$ cat src/core/jpp_pkg.sv
package jpp_pkg;
  // Instruction register
  localparam int IR_W = 4;
  localparam logic [3:0] IR_RESET_VAL = 4'hf;
  localparam logic [3:0] IR_CAPTURE_VAL = 4'h1;
  localparam logic [3:0] HOLD_IN_RESET_INSTR = 4'hc;
  localparam logic [3:0] PROGRAM_UNLOCK_INSTR = 4'h4;
  localparam logic [3:0] PROGRAM_COMMAND_INSTR = 4'h5;
  localparam logic [3:0] PAGE_LOAD_INSTR = 4'h6;
  localparam logic [3:0] PAGE_READ_INSTR = 4'h7;
  // Data register widths
  localparam int UNLOCK_W = 16;
  localparam int CMD_W = 15;
  localparam int BYTE_W = 8;
  localparam logic [15:0] UNLOCK_SIGNATURE = 16'ha370;
  localparam logic [15:0] UNLOCK_CLEAR = 16'h0000;
  // Timing
  localparam int JTD_CLEAR_CLKS = 2;
  localparam int PAGE_WRITE_TCK = 11;
  localparam int SYNC_STAGES = 2;

  // TAP controller states
  typedef enum logic [3:0] {
    JPP_TLR, JPP_RTI, JPP_SEL_DR, JPP_CAP_DR, JPP_SH_DR, JPP_EX1_DR, JPP_PA_DR, JPP_EX2_DR,
    JPP_UPD_DR, JPP_SEL_IR, JPP_CAP_IR, JPP_SH_IR, JPP_EX1_IR, JPP_PA_IR, JPP_EX2_IR, JPP_UPD_IR
  } jpp_tap_t;

  // Page buffer write request
  typedef struct packed {
    logic high;
    logic [7:0] data;
  } jpp_page_word_t;
endpackage

$ cat src/core/jpp_port.sv
// Operation
// - Port works only with interface fuse programmed and disable bit clear.
// - Disable bit set under external reset clears after two chip clocks; here clear comes five clocks after the pin.
// - All shift registers shift least significant bit first.
// - Four-bit instruction register selects the data register.
// - Run-Test/Idle generates internal clock pulses.
// - Code 0xC selects one-bit reset register; TAP not reset.
// - Reset register output unlatched; a one holds chip reset.
// - After reset register clears, hold reset for the time-out.
// - Code 0x4 selects sixteen-bit unlock register shifted in.
// - Update-DR enables programming only on exact signature match.
// - Unlock register clears on power-on reset.
// - Code 0x5 selects 15-bit command register, capture previous result.
// - Update-DR applies command; Run-Test/Idle pulse executes it.
// - Code 0x6 selects the low eight command bits as page data.
// - Page-load Update-DR copies byte, written within 11 TCK cycles.
// - Page-load updates alternate low then high byte.
// - Word address pre-increments before each low byte except the first.
// - Code 0x7 captures addressed flash byte, low then high.
// - Page-read post-increments address after every high byte.
module jpp_port #(
  parameter int TIMEOUT_CLKS = 16,
  parameter int ADDR_W = 16,
  parameter int FIFO_DEPTH = 16
) (
  // Clock and reset
  input wire logic sys_clk_i,
  input wire logic rst_i,
  // Test access port pins
  input wire logic tck_i,
  input wire logic tms_i,
  input wire logic tdi_i,
  output logic tdo_o,
  output logic tdo_oe_o,
  // Device control
  input wire logic jtag_interface_fuse_i,
  input wire logic jtag_disable_bit_i,
  input wire logic ext_reset_n_i,
  output logic jtag_disable_clear_o,
  output logic chip_reset_o,
  output logic prog_enabled_o,
  // Flash command interface
  output logic [14:0] cmd_o,
  output logic cmd_strobe_o,
  output logic cmd_exec_o,
  input wire logic [14:0] cmd_result_i,
  // Page buffer write stream
  output logic page_valid_o,
  input wire logic page_ready_i,
  output logic page_high_o,
  output logic [7:0] page_data_o,
  output logic [ADDR_W-1:0] word_addr_o,
  input wire logic addr_load_i,
  input wire logic [ADDR_W-1:0] addr_value_i,
  // Flash read
  input wire logic [15:0] flash_word_i
);
  // Pin synchronisers; first stage read only by the second
  // Pin bundle order: clock, mode select, data in
  logic [2:0] tck_s1_reg;
  logic [2:0] tck_s2_reg;
  logic tck_d_reg;
  // Reset pin joins the same two-stage path
  logic nrst_s1_reg;
  logic nrst_s2_reg;
  always_ff @(posedge sys_clk_i) begin
    tck_s1_reg <= {tck_i, tms_i, tdi_i};
    tck_s2_reg <= tck_s1_reg;
    nrst_s1_reg <= ext_reset_n_i;
    nrst_s2_reg <= nrst_s1_reg;
  end
  wire logic tck_s = tck_s2_reg[2];
  wire logic tms_s = tck_s2_reg[1];
  wire logic tdi_s = tck_s2_reg[0];
  wire logic tck_rise = tck_s && !tck_d_reg;
  wire logic tck_fall = !tck_s && tck_d_reg;

  // Port gating by fuse and disable bit
  // Reset pin trusted only after both stages; clear lags pin by sync plus count
  logic [1:0] jtd_cnt_reg;
  wire logic port_on = jtag_interface_fuse_i && !(jtag_disable_bit_i && !jtag_disable_clear_o);
  wire logic ext_rst_held = !nrst_s2_reg;
  wire logic jtd_cnt_done = jtd_cnt_reg == 2'(jpp_pkg::JTD_CLEAR_CLKS);
  always_ff @(posedge sys_clk_i) begin
    if (rst_i) begin
      jtd_cnt_reg <= '0;
      jtag_disable_clear_o <= 1'b0;
    end else if (!jtag_disable_bit_i) begin
      jtd_cnt_reg <= '0;
      jtag_disable_clear_o <= 1'b0;
    end else if (ext_rst_held && !jtd_cnt_done) begin
      jtd_cnt_reg <= jtd_cnt_reg + 2'd1;
    end else if (jtd_cnt_done) begin
      jtag_disable_clear_o <= 1'b1;
    end
  end

  // TAP controller, advanced on TCK rising edges
  // TMS rides the same sync path as TCK, so no skew between them
  jpp_pkg::jpp_tap_t tap_reg;
  jpp_pkg::jpp_tap_t tap_next;
  always_comb begin
    tap_next = tap_reg;
    case (tap_reg)
      jpp_pkg::JPP_TLR: tap_next = tms_s ? jpp_pkg::JPP_TLR : jpp_pkg::JPP_RTI;
      jpp_pkg::JPP_RTI: tap_next = tms_s ? jpp_pkg::JPP_SEL_DR : jpp_pkg::JPP_RTI;
      jpp_pkg::JPP_SEL_DR: tap_next = tms_s ? jpp_pkg::JPP_SEL_IR : jpp_pkg::JPP_CAP_DR;
      jpp_pkg::JPP_CAP_DR: tap_next = tms_s ? jpp_pkg::JPP_EX1_DR : jpp_pkg::JPP_SH_DR;
      jpp_pkg::JPP_SH_DR: tap_next = tms_s ? jpp_pkg::JPP_EX1_DR : jpp_pkg::JPP_SH_DR;
      jpp_pkg::JPP_EX1_DR: tap_next = tms_s ? jpp_pkg::JPP_UPD_DR : jpp_pkg::JPP_PA_DR;
      jpp_pkg::JPP_PA_DR: tap_next = tms_s ? jpp_pkg::JPP_EX2_DR : jpp_pkg::JPP_PA_DR;
      jpp_pkg::JPP_EX2_DR: tap_next = tms_s ? jpp_pkg::JPP_UPD_DR : jpp_pkg::JPP_SH_DR;
      jpp_pkg::JPP_UPD_DR: tap_next = tms_s ? jpp_pkg::JPP_SEL_DR : jpp_pkg::JPP_RTI;
      jpp_pkg::JPP_SEL_IR: tap_next = tms_s ? jpp_pkg::JPP_TLR : jpp_pkg::JPP_CAP_IR;
      jpp_pkg::JPP_CAP_IR: tap_next = tms_s ? jpp_pkg::JPP_EX1_IR : jpp_pkg::JPP_SH_IR;
      jpp_pkg::JPP_SH_IR: tap_next = tms_s ? jpp_pkg::JPP_EX1_IR : jpp_pkg::JPP_SH_IR;
      jpp_pkg::JPP_EX1_IR: tap_next = tms_s ? jpp_pkg::JPP_UPD_IR : jpp_pkg::JPP_PA_IR;
      jpp_pkg::JPP_PA_IR: tap_next = tms_s ? jpp_pkg::JPP_EX2_IR : jpp_pkg::JPP_PA_IR;
      jpp_pkg::JPP_EX2_IR: tap_next = tms_s ? jpp_pkg::JPP_UPD_IR : jpp_pkg::JPP_SH_IR;
      jpp_pkg::JPP_UPD_IR: tap_next = tms_s ? jpp_pkg::JPP_SEL_DR : jpp_pkg::JPP_RTI;
      default: tap_next = jpp_pkg::JPP_TLR;
    endcase
  end

  // State, decoded per rising edge
  // Each strobe lasts one system clock per TCK rise
  wire logic step = tck_rise && port_on;
  wire logic in_cap_dr = step && tap_reg == jpp_pkg::JPP_CAP_DR;
  wire logic in_sh_dr = step && tap_reg == jpp_pkg::JPP_SH_DR;
  wire logic in_upd_dr = step && tap_reg == jpp_pkg::JPP_UPD_DR;
  wire logic in_sh_ir = step && tap_reg == jpp_pkg::JPP_SH_IR;
  wire logic in_upd_ir = step && tap_reg == jpp_pkg::JPP_UPD_IR;
  wire logic in_cap_ir = step && tap_reg == jpp_pkg::JPP_CAP_IR;
  wire logic in_rti = step && tap_reg == jpp_pkg::JPP_RTI;

  // State register; a disabled port parks the controller in reset
  always_ff @(posedge sys_clk_i) begin
    if (rst_i || !port_on) begin
      tap_reg <= jpp_pkg::JPP_TLR;
      tck_d_reg <= 1'b0;
    end else begin
      tck_d_reg <= tck_s;
      if (step) begin
        tap_reg <= tap_next;
      end
    end
  end

  // Instruction shift and latch
  // Capture pattern ends in 01, as instruction scans expect
  logic [3:0] ir_sh_reg;
  logic [3:0] ir_reg;
  wire logic sel_rst = ir_reg == jpp_pkg::HOLD_IN_RESET_INSTR;
  wire logic sel_unl = ir_reg == jpp_pkg::PROGRAM_UNLOCK_INSTR;
  wire logic sel_cmd = ir_reg == jpp_pkg::PROGRAM_COMMAND_INSTR;
  wire logic sel_pld = ir_reg == jpp_pkg::PAGE_LOAD_INSTR;
  wire logic sel_prd = ir_reg == jpp_pkg::PAGE_READ_INSTR;
  always_ff @(posedge sys_clk_i) begin
    if (rst_i || tap_reg == jpp_pkg::JPP_TLR) begin
      ir_sh_reg <= '0;
      ir_reg <= jpp_pkg::IR_RESET_VAL;
    end else if (in_cap_ir) begin
      ir_sh_reg <= jpp_pkg::IR_CAPTURE_VAL;
    end else if (in_sh_ir) begin
      ir_sh_reg <= {tdi_s, ir_sh_reg[3:1]};
    end else if (in_upd_ir) begin
      ir_reg <= ir_sh_reg;
    end
  end

  // Reset bit: unlatched, drives chip reset directly, TAP stays alive
  // Time-out reloads while the bit is one, so it runs from the clear
  localparam int TMO_W = $clog2(TIMEOUT_CLKS + 1);
  logic rst_bit_reg;
  logic [TMO_W-1:0] tmo_reg;
  wire logic rst_shift = in_sh_dr && sel_rst;
  always_ff @(posedge sys_clk_i) begin
    if (rst_i) begin
      rst_bit_reg <= 1'b0;
      tmo_reg <= '0;
      chip_reset_o <= 1'b0;
    end else begin
      if (rst_shift) begin
        rst_bit_reg <= tdi_s;
      end
      if (rst_bit_reg) begin
        tmo_reg <= TMO_W'(TIMEOUT_CLKS);
      end else if (tmo_reg != '0) begin
        tmo_reg <= tmo_reg - 1'b1;
      end
      chip_reset_o <= rst_bit_reg || tmo_reg != '0;
    end
  end

  // Unlock register and programming enable
  // Any mismatch, a cleared register too, locks programming again
  logic [15:0] unl_reg;
  wire logic unl_shift = in_sh_dr && sel_unl;
  wire logic unl_update = in_upd_dr && sel_unl;
  always_ff @(posedge sys_clk_i) begin
    if (rst_i) begin
      unl_reg <= jpp_pkg::UNLOCK_CLEAR;
      prog_enabled_o <= 1'b0;
    end else if (unl_shift) begin
      unl_reg <= {tdi_s, unl_reg[15:1]};
    end else if (unl_update) begin
      prog_enabled_o <= unl_reg == jpp_pkg::UNLOCK_SIGNATURE;
    end
  end

  // Command register; low byte doubles as the page data register
  // Capture and shift only when unlocked, so a locked port returns one stale bit
  logic [14:0] cmd_reg;
  logic high_reg;
  logic first_reg;
  logic sh_any;
  wire logic data_sel = sel_pld || sel_prd;
  wire logic [7:0] rd_byte = high_reg ? flash_word_i[15:8] : flash_word_i[7:0];
  assign sh_any = in_sh_dr && prog_enabled_o;
  always_ff @(posedge sys_clk_i) begin
    if (rst_i) begin
      cmd_reg <= '0;
    end else if (in_cap_dr && sel_cmd && prog_enabled_o) begin
      cmd_reg <= cmd_result_i;
    end else if (in_cap_dr && sel_prd && prog_enabled_o) begin
      cmd_reg[7:0] <= rd_byte;
    end else if (sh_any && sel_cmd) begin
      cmd_reg <= {tdi_s, cmd_reg[14:1]};
    end else if (sh_any && data_sel) begin
      cmd_reg[7:0] <= {tdi_s, cmd_reg[7:1]};
    end
  end

  // Command apply and execute pulse
  // Exec fires for every TCK rise spent in Run-Test/Idle while the command instruction is selected and programming is unlocked
  wire logic cmd_apply = in_upd_dr && sel_cmd && prog_enabled_o;
  wire logic cmd_fire = in_rti && sel_cmd && prog_enabled_o;
  always_ff @(posedge sys_clk_i) begin
    if (rst_i) begin
      cmd_o <= '0;
      cmd_strobe_o <= 1'b0;
      cmd_exec_o <= 1'b0;
    end else begin
      cmd_strobe_o <= cmd_apply;
      cmd_exec_o <= cmd_fire;
      if (cmd_apply) begin
        cmd_o <= cmd_reg;
      end
    end
  end

  // Byte alternation and word address for page load and read
  wire logic pld_upd = in_upd_dr && sel_pld && prog_enabled_o;
  wire logic prd_cap = in_cap_dr && sel_prd && prog_enabled_o;
  // Entering any instruction restarts at the low byte
  always_ff @(posedge sys_clk_i) begin
    if (rst_i || in_upd_ir) begin
      high_reg <= 1'b0;
      first_reg <= 1'b1;
    end else if (pld_upd || prd_cap) begin
      high_reg <= !high_reg;
      first_reg <= 1'b0;
    end
  end
  // A load from the outside decoder wins over stepping
  always_ff @(posedge sys_clk_i) begin
    if (rst_i) begin
      word_addr_o <= '0;
    end else if (addr_load_i) begin
      word_addr_o <= addr_value_i;
    end else if (pld_upd && !high_reg && !first_reg) begin
      word_addr_o <= word_addr_o + 1'b1;
    end else if (prd_cap && high_reg) begin
      word_addr_o <= word_addr_o + 1'b1;
    end
  end

  // Temporary byte into the FIFO; drained well inside 11 TCK periods
  jpp_pkg::jpp_page_word_t tmp_word;
  jpp_pkg::jpp_page_word_t tmp_reg;
  jpp_pkg::jpp_page_word_t fifo_out;
  logic fifo_ready;
  logic fifo_valid;
  logic tmp_valid_reg;
  assign tmp_word = '{high: high_reg, data: cmd_reg[7:0]};

  // Byte waits in the temporary register while the FIFO is full
  always_ff @(posedge sys_clk_i) begin
    if (rst_i) begin
      tmp_valid_reg <= 1'b0;
    end else if (pld_upd) begin
      tmp_valid_reg <= 1'b1;
    end else if (fifo_ready) begin
      tmp_valid_reg <= 1'b0;
    end
  end
  always_ff @(posedge sys_clk_i) begin
    if (pld_upd) begin
      tmp_reg <= tmp_word;
    end
  end

  // Sixteen entries ride out a long stall of the page buffer
  wire logic page_take = fifo_valid && page_ready_i && !page_valid_o;
  jpp_fifo #(.WIDTH($bits(jpp_pkg::jpp_page_word_t)), .DEPTH(FIFO_DEPTH)) u_fifo (
    .sys_clk_i(sys_clk_i),
    .rst_i(rst_i),
    .in_valid_i(tmp_valid_reg),
    .in_ready_o(fifo_ready),
    .in_data_i(tmp_reg),
    .out_valid_o(fifo_valid),
    .out_ready_i(page_take),
    .out_data_o(fifo_out)
  );

  // Registered page write stream; one write per two clocks keeps valid a pulse
  // A byte is lost only if a new update lands while the FIFO is still full
  always_ff @(posedge sys_clk_i) begin
    if (rst_i) begin
      page_valid_o <= 1'b0;
      page_high_o <= 1'b0;
      page_data_o <= '0;
    end else if (page_take) begin
      page_valid_o <= 1'b1;
      page_high_o <= fifo_out.high;
      page_data_o <= fifo_out.data;
    end else begin
      page_valid_o <= 1'b0;
    end
  end

  // TDO changes on falling TCK, driven only in shift states
  // Programmer samples on the rise, so TDO settles for half a period
  logic tdo_bit;
  assign tdo_bit = (tap_reg == jpp_pkg::JPP_SH_IR) ? ir_sh_reg[0] :
                   sel_rst ? rst_bit_reg :
                   sel_unl ? unl_reg[0] : cmd_reg[0];
  always_ff @(posedge sys_clk_i) begin
    if (rst_i || !port_on) begin
      tdo_o <= 1'b0;
      tdo_oe_o <= 1'b0;
    end else if (tck_fall) begin
      tdo_o <= tdo_bit;
      tdo_oe_o <= tap_reg == jpp_pkg::JPP_SH_DR || tap_reg == jpp_pkg::JPP_SH_IR;
    end
  end
endmodule

$ cat src/core/jpp_fifo.sv
module jpp_fifo #(
  parameter int WIDTH = 9,
  parameter int DEPTH = 16
) (
  // Clock and reset
  input wire logic sys_clk_i,
  input wire logic rst_i,
  // Fill side
  input wire logic in_valid_i,
  output logic in_ready_o,
  input wire logic [WIDTH-1:0] in_data_i,
  // Drain side
  output logic out_valid_o,
  input wire logic out_ready_i,
  output logic [WIDTH-1:0] out_data_o
);
  localparam int AW = $clog2(DEPTH);
  logic [WIDTH-1:0] mem [DEPTH];
  logic [AW:0] wr_reg;
  logic [AW:0] rd_reg;
  wire logic full = (wr_reg[AW] != rd_reg[AW]) && (wr_reg[AW-1:0] == rd_reg[AW-1:0]);
  wire logic empty = (wr_reg == rd_reg);
  wire logic push = in_valid_i && !full;
  wire logic pop = out_ready_i && !empty;

  // Honest flags straight from the pointers
  assign in_ready_o = !full;
  assign out_valid_o = !empty;
  assign out_data_o = mem[rd_reg[AW-1:0]];

  // Pointer update
  always_ff @(posedge sys_clk_i) begin
    if (rst_i) begin
      wr_reg <= '0;
      rd_reg <= '0;
    end else begin
      if (push) begin
        wr_reg <= wr_reg + 1'b1;
      end
      if (pop) begin
        rd_reg <= rd_reg + 1'b1;
      end
    end
  end

  // Storage
  always_ff @(posedge sys_clk_i) begin
    if (push) begin
      mem[wr_reg[AW-1:0]] <= in_data_i;
    end
  end
endmodule

$ cat config.mk
export PLATFORM = sky130hd
export DESIGN_NAME = jpp_port
export DESIGN_NICKNAME = d
export VERILOG_FILES = /design/src/core/jpp_pkg.sv /design/src/core/jpp_port.sv /design/src/core/jpp_fifo.sv
export SDC_FILE = /design/constraint.sdc
export NUM_CORES = 1
export LEC_CHECK = 0
export BUFFER_PORTS_ARGS = -buffer_cell sky130_fd_sc_hd__buf_4
export CAP_MARGIN = 20
export CORE_MARGIN = 1
export CORE_UTILIZATION = 40
export CTS_CLUSTER_SIZE = 8
export DETAILED_ROUTE_END_ITERATION = 6
export PLACE_DENSITY = 0.62
export SLEW_MARGIN = 20
export SYNTH_ARGS = -nofsm -noshare
export SYNTH_HDL_FRONTEND = slang
export SYNTH_SLANG_ARGS = --single-unit
export TNS_END_PERCENT = 100
$ cat constraint.sdc
create_clock -name sys_clk_i -period 5.55 [get_ports sys_clk_i]
set_clock_uncertainty 0.15 [all_clocks]
set_input_delay 0.555 -clock sys_clk_i [delete_from_list [all_inputs] [get_ports sys_clk_i]]
set_output_delay 0.555 -clock sys_clk_i [all_outputs]
set_load 0.1 [all_outputs]
==> Yosys cells after proc, flatten, opt, wreduce, memory -nomap -nowiden <==
Memory sizes are Yosys's and may differ from the RTL's. A register that Yosys moved wholly into a read port is not among the register bits.
Index checks and enable logic that the tools add are counted.
{ "classes": {"add_sub_neg": 5, "eq_ne": 27, "mux": 35, "n_bitwise": 5, "reduce_logical": 73} }
{ "ops": {"columns": ["cell", "count"], "rows": [
  ["16-bit two-way mux", 3],
  ["4-bit one-hot mux with 12 select lines", 1],
  ["1-bit logical AND", 37],
  ["4-bit equality test (second input constant)", 9],
  ["4-bit by 3-bit equality test with 1-bit output (second input constant)", 8],
  ["8-bit two-way mux", 4],
  ["16-bit by 1-bit adder with 16-bit output (second input constant)", 1],
  ["16-bit equality test (second input constant)", 1],
  ["4-bit two-way mux", 4],
  ["15-bit two-way mux", 1],
  ["7-bit two-way mux", 2],
  ["1-bit two-way mux", 13],
  ["1-bit logical NOT", 12],
  ["5-bit by 1-bit adder with 5-bit output (second input constant)", 2],
  ["5-bit two-way mux", 2],
  ["2-bit OR reduction", 5],
  ["4-bit by 2-bit equality test with 1-bit output (second input constant)", 2],
  ["1-bit logical OR", 7],
  ["2-bit two-way mux", 3],
  ["3-bit two-way mux", 2],
  ["2-bit AND reduction", 3],
  ["2-bit nonzero test", 3],
  ["5-bit equality test", 1],
  ["1-bit NOT", 5],
  ["14 further kinds", 14]
]} }
{ "word_totals": {"register_bits": 121, "mem_bits_rw": 144, "inputBits": 57, "elab_cells": 179, "n_memories": 1} }
{ "mem_list": {"columns": ["name", "depth", "width", "read_ports", "rd_clocked_by_memory_dff", "wr", "line", "rtl"], "rows": [
  ["u_fifo.mem", 16, 9, 1, 1, 1, "jpp_fifo.sv:18", "logic [WIDTH-1:0] mem [DEPTH];"]
]} }

==> Depth between registers and ports, before layout <==
Gate-level depths: netlist of run 1.
{ "depth": {"word_depth": 12, "depth_mapped": 8, "mapped_depth_nobuf": 6} }

==> Modules after synthesis <==
Synthesis of run 1 repeated with hierarchy kept, for this count alone.
{ "unflattened": {"hier_cells": 903, "area_unflattened_um2": 11727.5} }
{ "modules_own_cells": {"columns": ["mod", "instances", "cells_per_inst", "area_per_inst_um2", "seq_area_each_um2"], "rows": [
  ["jpp_fifo", 1, 306, 6443.7, 4604.4],
  ["jpp_port", 1, 597, 5283.8, 2492.4]
]} }

==> Worst setup path after synthesis of run 1 <==
Ideal clock, no wire load.
{ "synth_path": {"path_type": "register -> register", "from": "register jtag_disable_clear_o", "to": "register unl_reg[0]", "setup_time_ns": 0.128, "arrival_ns": 2.779, "required_time_ns": 5.272, "setup_slack_ns": 2.494, "path_stages_with_launch": 8, "period_less_slack_ns": 3.056, "cell_sequence": "dfxtp_1 nand2b_1 clkbuf_1 nand3_1 nor4_2 buf_6 mux2i_1 nor2_1"} }
{ "synth_between": {"elab_chain_cells": 7} }
{ "synth_rtl": {"columns": ["element", "line", "rtl"], "rows": [
  ["from (decl)", "jpp_port.sv:39", "output logic jtag_disable_clear_o,"],
  ["from (signal assigned)", "jpp_port.sv:87", "jtag_disable_clear_o <= 1'b0;"],
  ["from (signal assigned)", "jpp_port.sv:90", "jtag_disable_clear_o <= 1'b0;"],
  ["from (signal assigned)", "jpp_port.sv:94", "jtag_disable_clear_o <= 1'b1;"],
  ["1-bit logical NOT", "jpp_port.sv:81", "wire logic port_on = jtag_interface_fuse_i && !(jtag_disable_bit_i && !jtag_disable_clear_o);"],
  ["1-bit logical AND", "jpp_port.sv:81", null],
  ["1-bit logical NOT", "jpp_port.sv:81", null],
  ["1-bit logical AND", "jpp_port.sv:81", null],
  ["1-bit logical AND", "jpp_port.sv:127", "wire logic step = tck_rise && port_on;"],
  ["1-bit logical AND", "jpp_port.sv:129", "wire logic in_sh_dr = step && tap_reg == jpp_pkg::JPP_SH_DR;"],
  ["1-bit logical AND", "jpp_port.sv:198", "wire logic unl_shift = in_sh_dr && sel_unl;"],
  ["to (signal assigned)", "jpp_port.sv:202", "unl_reg <= jpp_pkg::UNLOCK_CLEAR;"],
  ["to (signal assigned)", "jpp_port.sv:205", "unl_reg <= {tdi_s, unl_reg[15:1]};"],
  ["to (decl)", "jpp_port.sv:197", "logic [15:0] unl_reg;"]
]} }
No other way between the ends.
A chain may end at the register's enable or synchronous reset.

==> Worst setup path in the final report of run 1 <==
{ "layout_path": {"from": "register u_fifo.rd_reg[1]", "to": "memory u_fifo.mem[6][0] (enable)"} }
{ "layout_between": {"elab_chain_cells": 6} }
{ "layout_rtl": {"columns": ["element", "line", "rtl"], "rows": [
  ["from (decl)", "jpp_fifo.sv:20", "logic [AW:0] rd_reg;"],
  ["from (signal assigned)", "jpp_fifo.sv:41", "rd_reg <= rd_reg + 1'b1;"],
  ["4-bit equality test", "jpp_fifo.sv:21", "wire logic full = (wr_reg[AW] != rd_reg[AW]) && (wr_reg[AW-1:0] == rd_reg[AW-1:0]);"],
  ["1-bit logical AND", "jpp_fifo.sv:21", null],
  ["1-bit logical NOT", "jpp_fifo.sv:23", "wire logic push = in_valid_i && !full;"],
  ["1-bit logical AND", "jpp_fifo.sv:23", null],
  ["1-bit two-way mux", "jpp_fifo.sv:48", "if (push) begin"],
  ["1-bit two-way mux (implied by the code)", "jpp_fifo.sv:49", "mem[wr_reg[AW-1:0]] <= in_data_i;"],
  ["to (decl)", "jpp_fifo.sv:18", null]
]} }
No other way between the ends.

==> metrics.txt, run 1 <==
drt drc 0; post-DP HPWL 17400 um; Syn Area/Cell 12.5 um2; run status finished clean; Worst Setup Start Kind flip-flop; period utilization 0.566; Num CTS Buffers 40; clock-pin slew on the worst setup and hold paths 0.05 ns; Max stage delay on crit path 0.77 ns; Non-Filler Instances 1414; DR pass1 iterations 5; initial drt markers 526; flip-flop count of the largest register after layout 144; Clock Latency Late Sink 0.52 ns; Initial Util 0.409; Finished Cell Area 0.0137 mm2; Die Ht 171 um; Crit path arrival time 3.21 ns; largest net degree at the start of global routing 84; Area after DPL 0.0125 mm2; number of flops mapped to enable cells by yosys 153; wire per inst 18.7 um; Mapped Nets 976; Final Hold Slack 0.139 ns; fill cell total of the finished layout 2495; CTS tree built; Placed Cells 1341; Slew Viols, Final 0; IO Pins 105; Power Total 4.68 mW; vias in the first global route 7200; Max Cap Viol 0; Synth Instances 910; Root Driver clkbuf_16; total track usage 0.184; Synth Warn # 0; Final Critical Period 3.14 ns; CP endpoint kind flip-flop; #FFs+latches synth 274; Port-buffer cells 104; Vias per Instance 5.31; area grow syn2layout 20.2%; GPL Wtd Cong 0.862; slack of the critical path 2.41 ns; Pleak 4.33 nW; Max Fclk 0.318 GHz; drt total wl 26500 um; Pwr Density 342 mW/mm2; critical path's top delay family simple AND/OR/NAND/NOR gates; ys async rst share 0; most used cell, CP buf_4; crit-path max FO 40; die area 0.0291 mm2; Setup TNS 0 ns; DR vias 7507; Row Count 61; VDD IR-drop max 0.190 mV; kind of critical path reg -> reg; Post-Syn Area 0.0114 mm2; register area share after synthesis 0.616; Clock Sinks 274; first-pass GRT wire length 40900 um; final net count 1076; Final Hold Fails 0; worst path buffer plus inverter count 2; RSZ-0062 raised after global routing no; die width 171 um; number of post-CTS setup repair buffers 0; initial antenna violation count 0; Worst path slowest cell nor4_1; slew margin rel. 0.287; CORE AREA 0.0279 mm2; Least-Margin Pin Slew 1.06 ns; antenna cell count 0; R2R setup slack 2.41 ns; Core Util, Final 0.491; number of routed nets with antenna violations 0; Congestion Overflow GR 0; share of layout cells above drive strength 1 0.207; Synth Flop Type edfxtp_1; DP Worst Slack 2.45 ns; Yosys cell types 57; H-tree Lvls 2; hold crit path type in -> reg; clk buf depth 3; count of final setup violators 0; Worst Path Required 5.62 ns; CP Cell Sequence buf_4 -> xor2_1 -> nor4_1 -> a21boi_1 -> buf_4 -> and3_1
==> cells by family (layout without fill, tap and decap cells) <==
group	Yosys count	after routing	synth area share
adder cells (fa/ha/maj)	9	9	0.00989
AND/OR/NAND/NOR	315	315	0.136
buffers and inverters	77	203	0.0279
AO/OA/AOI/OAI	122	122	0.0732
multiplexers	89	89	0.118
flip-flops	274	274	0.616
XOR/XNOR	24	24	0.0185
==> per-layer routing <==
metal | vias up | wire length [um] | track usage
li1 | 3610 | - | -
met1 | 3680 | 11600 | 0.238
met2 | 175 | 13200 | 0.312
met3 | 42 | 1200 | 0.0345
met4 | 0 | 476 | 0.0529
met5 | - | 0 | 0
==> synth_stat cells (3+ instances only) <==
library cell,count,share of area
a2111oi_0,9,0.0069
a211o_1,3,0.0023
a211oi_1,24,0.016
a21oi_1,34,0.015
a22oi_1,19,0.013
a31oi_1,7,0.0038
and2_1,3,0.0016
and3_1,21,0.012
buf_1,8,0.0026
buf_6,3,0.0030
clkbuf_1,44,0.015
dfxtp_1,121,0.21
edfxtp_1,153,0.40
ha_1,9,0.0099
inv_1,18,0.0059
mux2_2,5,0.0049
mux2i_1,48,0.042
mux4_2,36,0.071
nand2_1,72,0.024
nand2b_1,5,0.0027
nand3_1,31,0.014
nand3b_1,5,0.0033
nand4_1,8,0.0044
nor2_1,95,0.031
nor2b_1,13,0.0071
nor3_1,23,0.010
nor3b_1,4,0.0026
nor4_1,10,0.0055
o211ai_1,3,0.0020
o21ai_0,8,0.0035
o21bai_1,4,0.0026
or2_2,5,0.0027
or3_1,3,0.0016
or4_1,6,0.0040
xnor2_1,18,0.014
xor2_1,6,0.0046
==> cells in the final DEF, fill, tap and decap left out, types with 7 or more instances in the layout <==
cell type | Yosys | routed
edfxtp_1 | 153 | 153
dfxtp_1 | 121 | 120
buf_4 | 1 | 111
nor2_1 | 95 | 95
nand2_1 | 72 | 72
mux2i_1 | 48 | 48
clkbuf_16 | 0 | 41
mux4_2 | 36 | 36
a21oi_1 | 34 | 32
nand3_1 | 31 | 31
a211oi_1 | 24 | 24
clkbuf_1 | 44 | 24
nor3_1 | 23 | 22
and3_1 | 21 | 21
a22oi_1 | 19 | 19
xnor2_1 | 18 | 18
inv_1 | 18 | 18
nor2b_1 | 13 | 13
nor4_1 | 10 | 10
a2111oi_0 | 9 | 9
ha_1 | 9 | 9
o21ai_0 | 8 | 8
nand4_1 | 8 | 8
a31oi_1 | 7 | 7
==> report_power, final <==
part	switching [mW]	internal, mW
clock	0.859	1.37
sequential	0.0285	2.16
combinational	0.168	0.0955
total	1.06	3.62
==> worst register-to-register path, delay by kind of cell, from the launching register on <==
kind                   cells  cell delay [ns]
AO/OA/AOI/OAI              1             0.41
XOR/XNOR                   1             0.15
buffers and inverters      2             0.73
flip-flops                 1             0.30
AND/OR/NAND/NOR            2             1.10
==> area by class of cell <==
type	instances	area, um2	area share
clock inverter	3	47.5	0.00347
inverter	19	71.3	0.00521
multi-input combinational	559	4070	0.298
tap	378	473	0.0346
clock buffer	65	1120	0.0816
timing repair buffer	116	885	0.0646
sequential	274	7020	0.513
==> final timing paths <==
check                           depth (start not counted)              from                to
worst max register to register                          6  u_fifo.rd_reg[1]  u_fifo.mem[6][0]
worst min register to register                          0       nrst_s1_reg       nrst_s2_reg
worst min-delay path                                    3  addr_value_i[15]   word_addr_o[15]
worst max-delay path                                    6  u_fifo.rd_reg[1]  u_fifo.mem[6][0]
==> repair_timing <==
| action | CTS | global route |
|---|---|---|
| resized for setup | 0 | 0 |
| hold buffers | 4 | 0 |
| hold endpoints to repair | 4 | 0 |
Power figures use the tool's default switching activity.
==> inputs of run 2 (changes only) <==
==> constraint.sdc (replaced) <==
create_clock -name sys_clk_i -period 3.14 [get_ports sys_clk_i]
set_clock_uncertainty 0.15 [all_clocks]
set_input_delay 0.314 -clock sys_clk_i [delete_from_list [all_inputs] [get_ports sys_clk_i]]
set_output_delay 0.314 -clock sys_clk_i [all_outputs]
set_load 0.1 [all_outputs]
==> metrics.txt, run 2 (synthesis results as in run 1) <==
CTS tree built; Slew Viols, Final 0; DR vias 7648; IO Pins 105; Sequential Power Share 0.469; Pleak 4.50 nW; sw frac 0.222; Die Ht 171 um; Final Critical Period 2.74 ns; kind of critical path reg -> reg; Clock Sinks 274; Max Cap Viol 0; Final Hold Fails 0; drt drc 0; Crit path arrival time 3.04 ns; Root Driver clkbuf_16; Setup TNS 0 ns; Worst Path Required 3.45 ns; CORE AREA 0.0279 mm2; Row Count 61; Congestion Overflow GR 0; RSZ-0062 raised after global routing no; Psw 1.83 mW; Port-buffer cells 104; clock share of power 0.470; drt total wl 26200 um; number of routed nets with antenna violations 0; antenna cell count 0; Int Pwr 6.40 mW; flip-flop count of the largest register after layout 144; wire per inst 18.1 um; die area 0.0291 mm2; most frequent cells in the layout edfxtp_1, buf_4, dfxtp_1; DR pass1 iterations 5; hold crit path type in -> reg; R2R setup slack 0.40 ns; CP endpoint kind flip-flop; slew margin rel. 0.440; count of final setup violators 0; share of layout cells above drive strength 1 0.214; largest net degree at the start of global routing 54; Placed Cells 1359; Vias per Instance 5.27; die width 171 um; Worst Setup Start Kind flip-flop; first-pass GRT wire length 41200 um; part of the power in combinational logic 0.061; Pwr Density 588 mW/mm2; VDD IR-drop max 0.372 mV; most common cell after layout, fill and taps aside edfxtp_1; run status finished clean; Non-Filler Instances 1452; clk buf depth 3; number of post-CTS setup repair buffers 0; Initial Util 0.409; post-DP HPWL 16900 um; period utilization 0.871; Max Fclk 0.366 GHz; initial antenna violation count 0; area grow syn2layout 22.9%; Num CTS Buffers 40; Least-Margin Pin Slew 0.838 ns; crit-path max FO 9; GPL Wtd Cong 0.774; total track usage 0.183; H-tree Lvls 2; vias in the first global route 7456; final net count 1115; initial drt markers 538; clock-pin slew on the worst setup and hold paths 0.05 ns; Clock Latency Late Sink 0.53 ns
run 2: changes by cell type in the layout (fill, tap and decap cells not counted), sizes merged:
cell         previous run  this run
dlygate4sd3             4        26
buf                   112       129
clkinv                  1         2
clkinvlp                1         0
clkbuf                 65        64
run 2: through the flow:
stage / total power [mW] / setup slack, ns / area (um2) / hold WS, ns / utilization
after floorplan: 4.26 / 0.0837 / 11400 / 0.160 / -
after global placement: 4.39 / 0.451 / 12600 / 0.160 / 0.452
after detailed placement: 4.40 / 0.418 / 12600 / 0.166 / 0.452
after CTS: 8.31 / 0.420 / 14000 / 0.00258 / 0.502
after global routing: 8.49 / 0.294 / 14000 / 0.0103 / 0.502
final: 8.23 / 0.405 / 14000 / 0.0206 / 0.502
run 2: area by class of cell:
class	count	area (um2)
clock inverter	3	26.3
multi-input combinational	559	4070
sequential	274	7020
tap	378	473
timing repair buffer	155	1230
fill	2456	13900
clock buffer	64	1110
inverter	19	71.3
run 2: repair_timing:
item,4_1_cts,5_1_grt
resized for setup,0,0
hold buffers,26,0
endpoints found under the hold margin,27,0
setup endpoints to repair,0,0
run 2: routing by layer:
| metal | wire length, um | vias up | global-route usage |
|---|---|---|---|
| li1 | - | 3697 | - |
| met1 | 11600 | 3706 | 0.245 |
| met2 | 12800 | 196 | 0.300 |
| met3 | 1210 | 49 | 0.0282 |
| met4 | 595 | 0 | 0.0654 |
| met5 | 0 | - | 0 |
run 2: worst max-delay path: stages (launching register included):
cell and delay [ns]:
dfxtp_1 0.31, or4b_4 0.58, or4_1 0.58, a211o_1 0.47, or4_1 0.50, nand3_1 0.09
run 2: final timing paths:
path / from / to / depth (start not counted)
worst min register to register: tck_s1_reg[2] / tck_s2_reg[2] / 0
worst min-delay path: addr_value_i[14] / word_addr_o[14] / 5
worst max register to register: tap_reg[0] / word_addr_o[15] / 5
worst max-delay path: tap_reg[0] / word_addr_o[15] / 5
run 2: power by group through the flow:
stage                     clock network (mW)  registers [mW]  logic (mW)
after floorplan                            0            4.07       0.196
after CTS                               3.95            3.86       0.503
final                                   3.87            3.86       0.500
after detailed placement                   0            3.93       0.471
after global routing                    4.09            3.86       0.539
after global placement                     0            3.93       0.467
==> inputs of run 3 (changes only) <==
--- a/config.mk
+++ b/config.mk
@@ -5,6 +5,7 @@
 export SDC_FILE = /design/constraint.sdc
 export NUM_CORES = 1
 export LEC_CHECK = 0
+export ABC_AREA = 0
 export BUFFER_PORTS_ARGS = -buffer_cell sky130_fd_sc_hd__buf_4
 export CAP_MARGIN = 20
 export CORE_MARGIN = 1
==> constraint.sdc (replaced) <==
create_clock -name sys_clk_i -period 3.14 [get_ports sys_clk_i]
set_clock_uncertainty 0.15 [all_clocks]
set_input_delay 0.628 -clock sys_clk_i [delete_from_list [all_inputs] [get_ports sys_clk_i]]
set_output_delay 0.628 -clock sys_clk_i [all_outputs]
set_load 0.1 [all_outputs]
==> metrics.txt, run 3 (synthesis results as in run 1) <==
die width 171 um; Sequential Power Share 0.466; Core Util, Final 0.495; most common cell after layout, fill and taps aside edfxtp_1; Final Hold Fails 0; final net count 1091; total track usage 0.179; Die Ht 171 um; CTS tree built; Congestion Overflow GR 0; Worst Setup Start Kind flip-flop; count of final setup violators 0; number of routed nets with antenna violations 0; CP endpoint kind flip-flop; FF-to-FF path depth 5; share of layout cells above drive strength 1 0.222; flip-flop count of the largest register after layout 144; sw frac 0.223; drt drc 0; initial antenna violation count 0; wire per inst 18.1 um; period utilization 0.873; post-DP HPWL 16900 um; first-pass GRT wire length 40000 um; Max Cap Viol 0; antenna cell count 0; Worst Path Required 3.44 ns; slew margin rel. 0.445; GPL Wtd Cong 0.789; clock-pin slew on the worst setup and hold paths 0.05 ns; vias in the first global route 7343; Initial Util 0.409; number of post-CTS setup repair buffers 0; initial drt markers 503; Root Driver clkbuf_16; hold_buf cts 0; Num CTS Buffers 40; RSZ-0062 raised after global routing no; WHS Path Cells 1; DR pass1 iterations 5; part of the power in combinational logic 0.057; Setup TNS 0 ns; IO Pins 105; DR vias 7503; Clock Latency Late Sink 0.51 ns; fill cell total of the finished layout 2486; Slew Viols, Final 0; Port-buffer cells 104; H-tree Lvls 2; area of the multi-input gates 0.00407 mm2; Psw 1.84 mW; Finished Cell Area 0.0138 mm2; register area 0.00702 mm2; area grow syn2layout 21.1%; clock share of power 0.477; Vias per Instance 5.25; Pwr Density 600 mW/mm2; most frequent cells in the layout edfxtp_1, buf_4, dfxtp_1; Crit path arrival time 3.05 ns; Pleak 4.41 nW; Clock Sinks 274; Area after DPL 0.0126 mm2; clk buf depth 3; cts repair resizes 0; CORE AREA 0.0279 mm2; VDD IR-drop max 0.571 mV; drt total wl 25900 um; Row Count 61; kind of critical path reg -> reg; crit-path max FO 9; Max Fclk 0.365 GHz; Final Hold Slack 0.0658 ns; Final Critical Period 2.74 ns; largest net degree at the start of global routing 47; Int Pwr 6.43 mW; run status finished clean; Least-Margin Pin Slew 0.829 ns; die area 0.0291 mm2; hold crit path type in -> reg
run 3: final cells by class:
class / instances / area share
inverters: 19 / 0.00517
well taps: 378 / 0.0343
repair buffers: 131 / 0.0713
clock buffers: 66 / 0.0828
multi-input cells: 559 / 0.295
clock inverters: 2 / 0.00182
flip-flops and latches: 274 / 0.509
run 3: critical path: stages, from the launching register on:
cell and delay (ns):
dfxtp_1 0.30, or4b_4 0.58, or4_1 0.58, a211o_1 0.48, or4b_1 0.51, nand3_1 0.09
run 3: per-layer routing:
layer  global-route usage  share of wire  vias up
met5                    0              0        -
met4               0.0638          0.025        0
met3               0.0305          0.044       47
met2                0.300           0.49      179
met1                0.233           0.44     3649
li1                     -              -     3628
run 3: per-stage QoR:
step	cells	setup WS (ns)	power, mW
2_1_floorplan	910	0.0837	4.26
3_3_place_gp	1361	0.453	4.39
3_5_place_dp	1361	0.416	4.40
4_1_cts	1429	0.402	8.36
5_1_grt	1429	0.284	8.54
6_report	1429	0.398	8.28
run 3: worst paths after layout:
kind                 start               to  slack (ns)
max             tap_reg[0]  word_addr_o[13]        0.40
min                  tck_i    tck_s1_reg[2]        0.07
max reg2reg     tap_reg[0]  word_addr_o[13]        0.40
min reg2reg  tck_s1_reg[1]    tck_s2_reg[1]        0.17
run 3: power groups by stage:
stage / logic, mW / registers, mW / clock network, mW
after global placement: 0.467 / 3.93 / 0
final: 0.468 / 3.86 / 3.95
after floorplan: 0.196 / 4.07 / 0
after global routing: 0.507 / 3.86 / 4.18
after detailed placement: 0.472 / 3.93 / 0
after CTS: 0.473 / 3.86 / 4.03
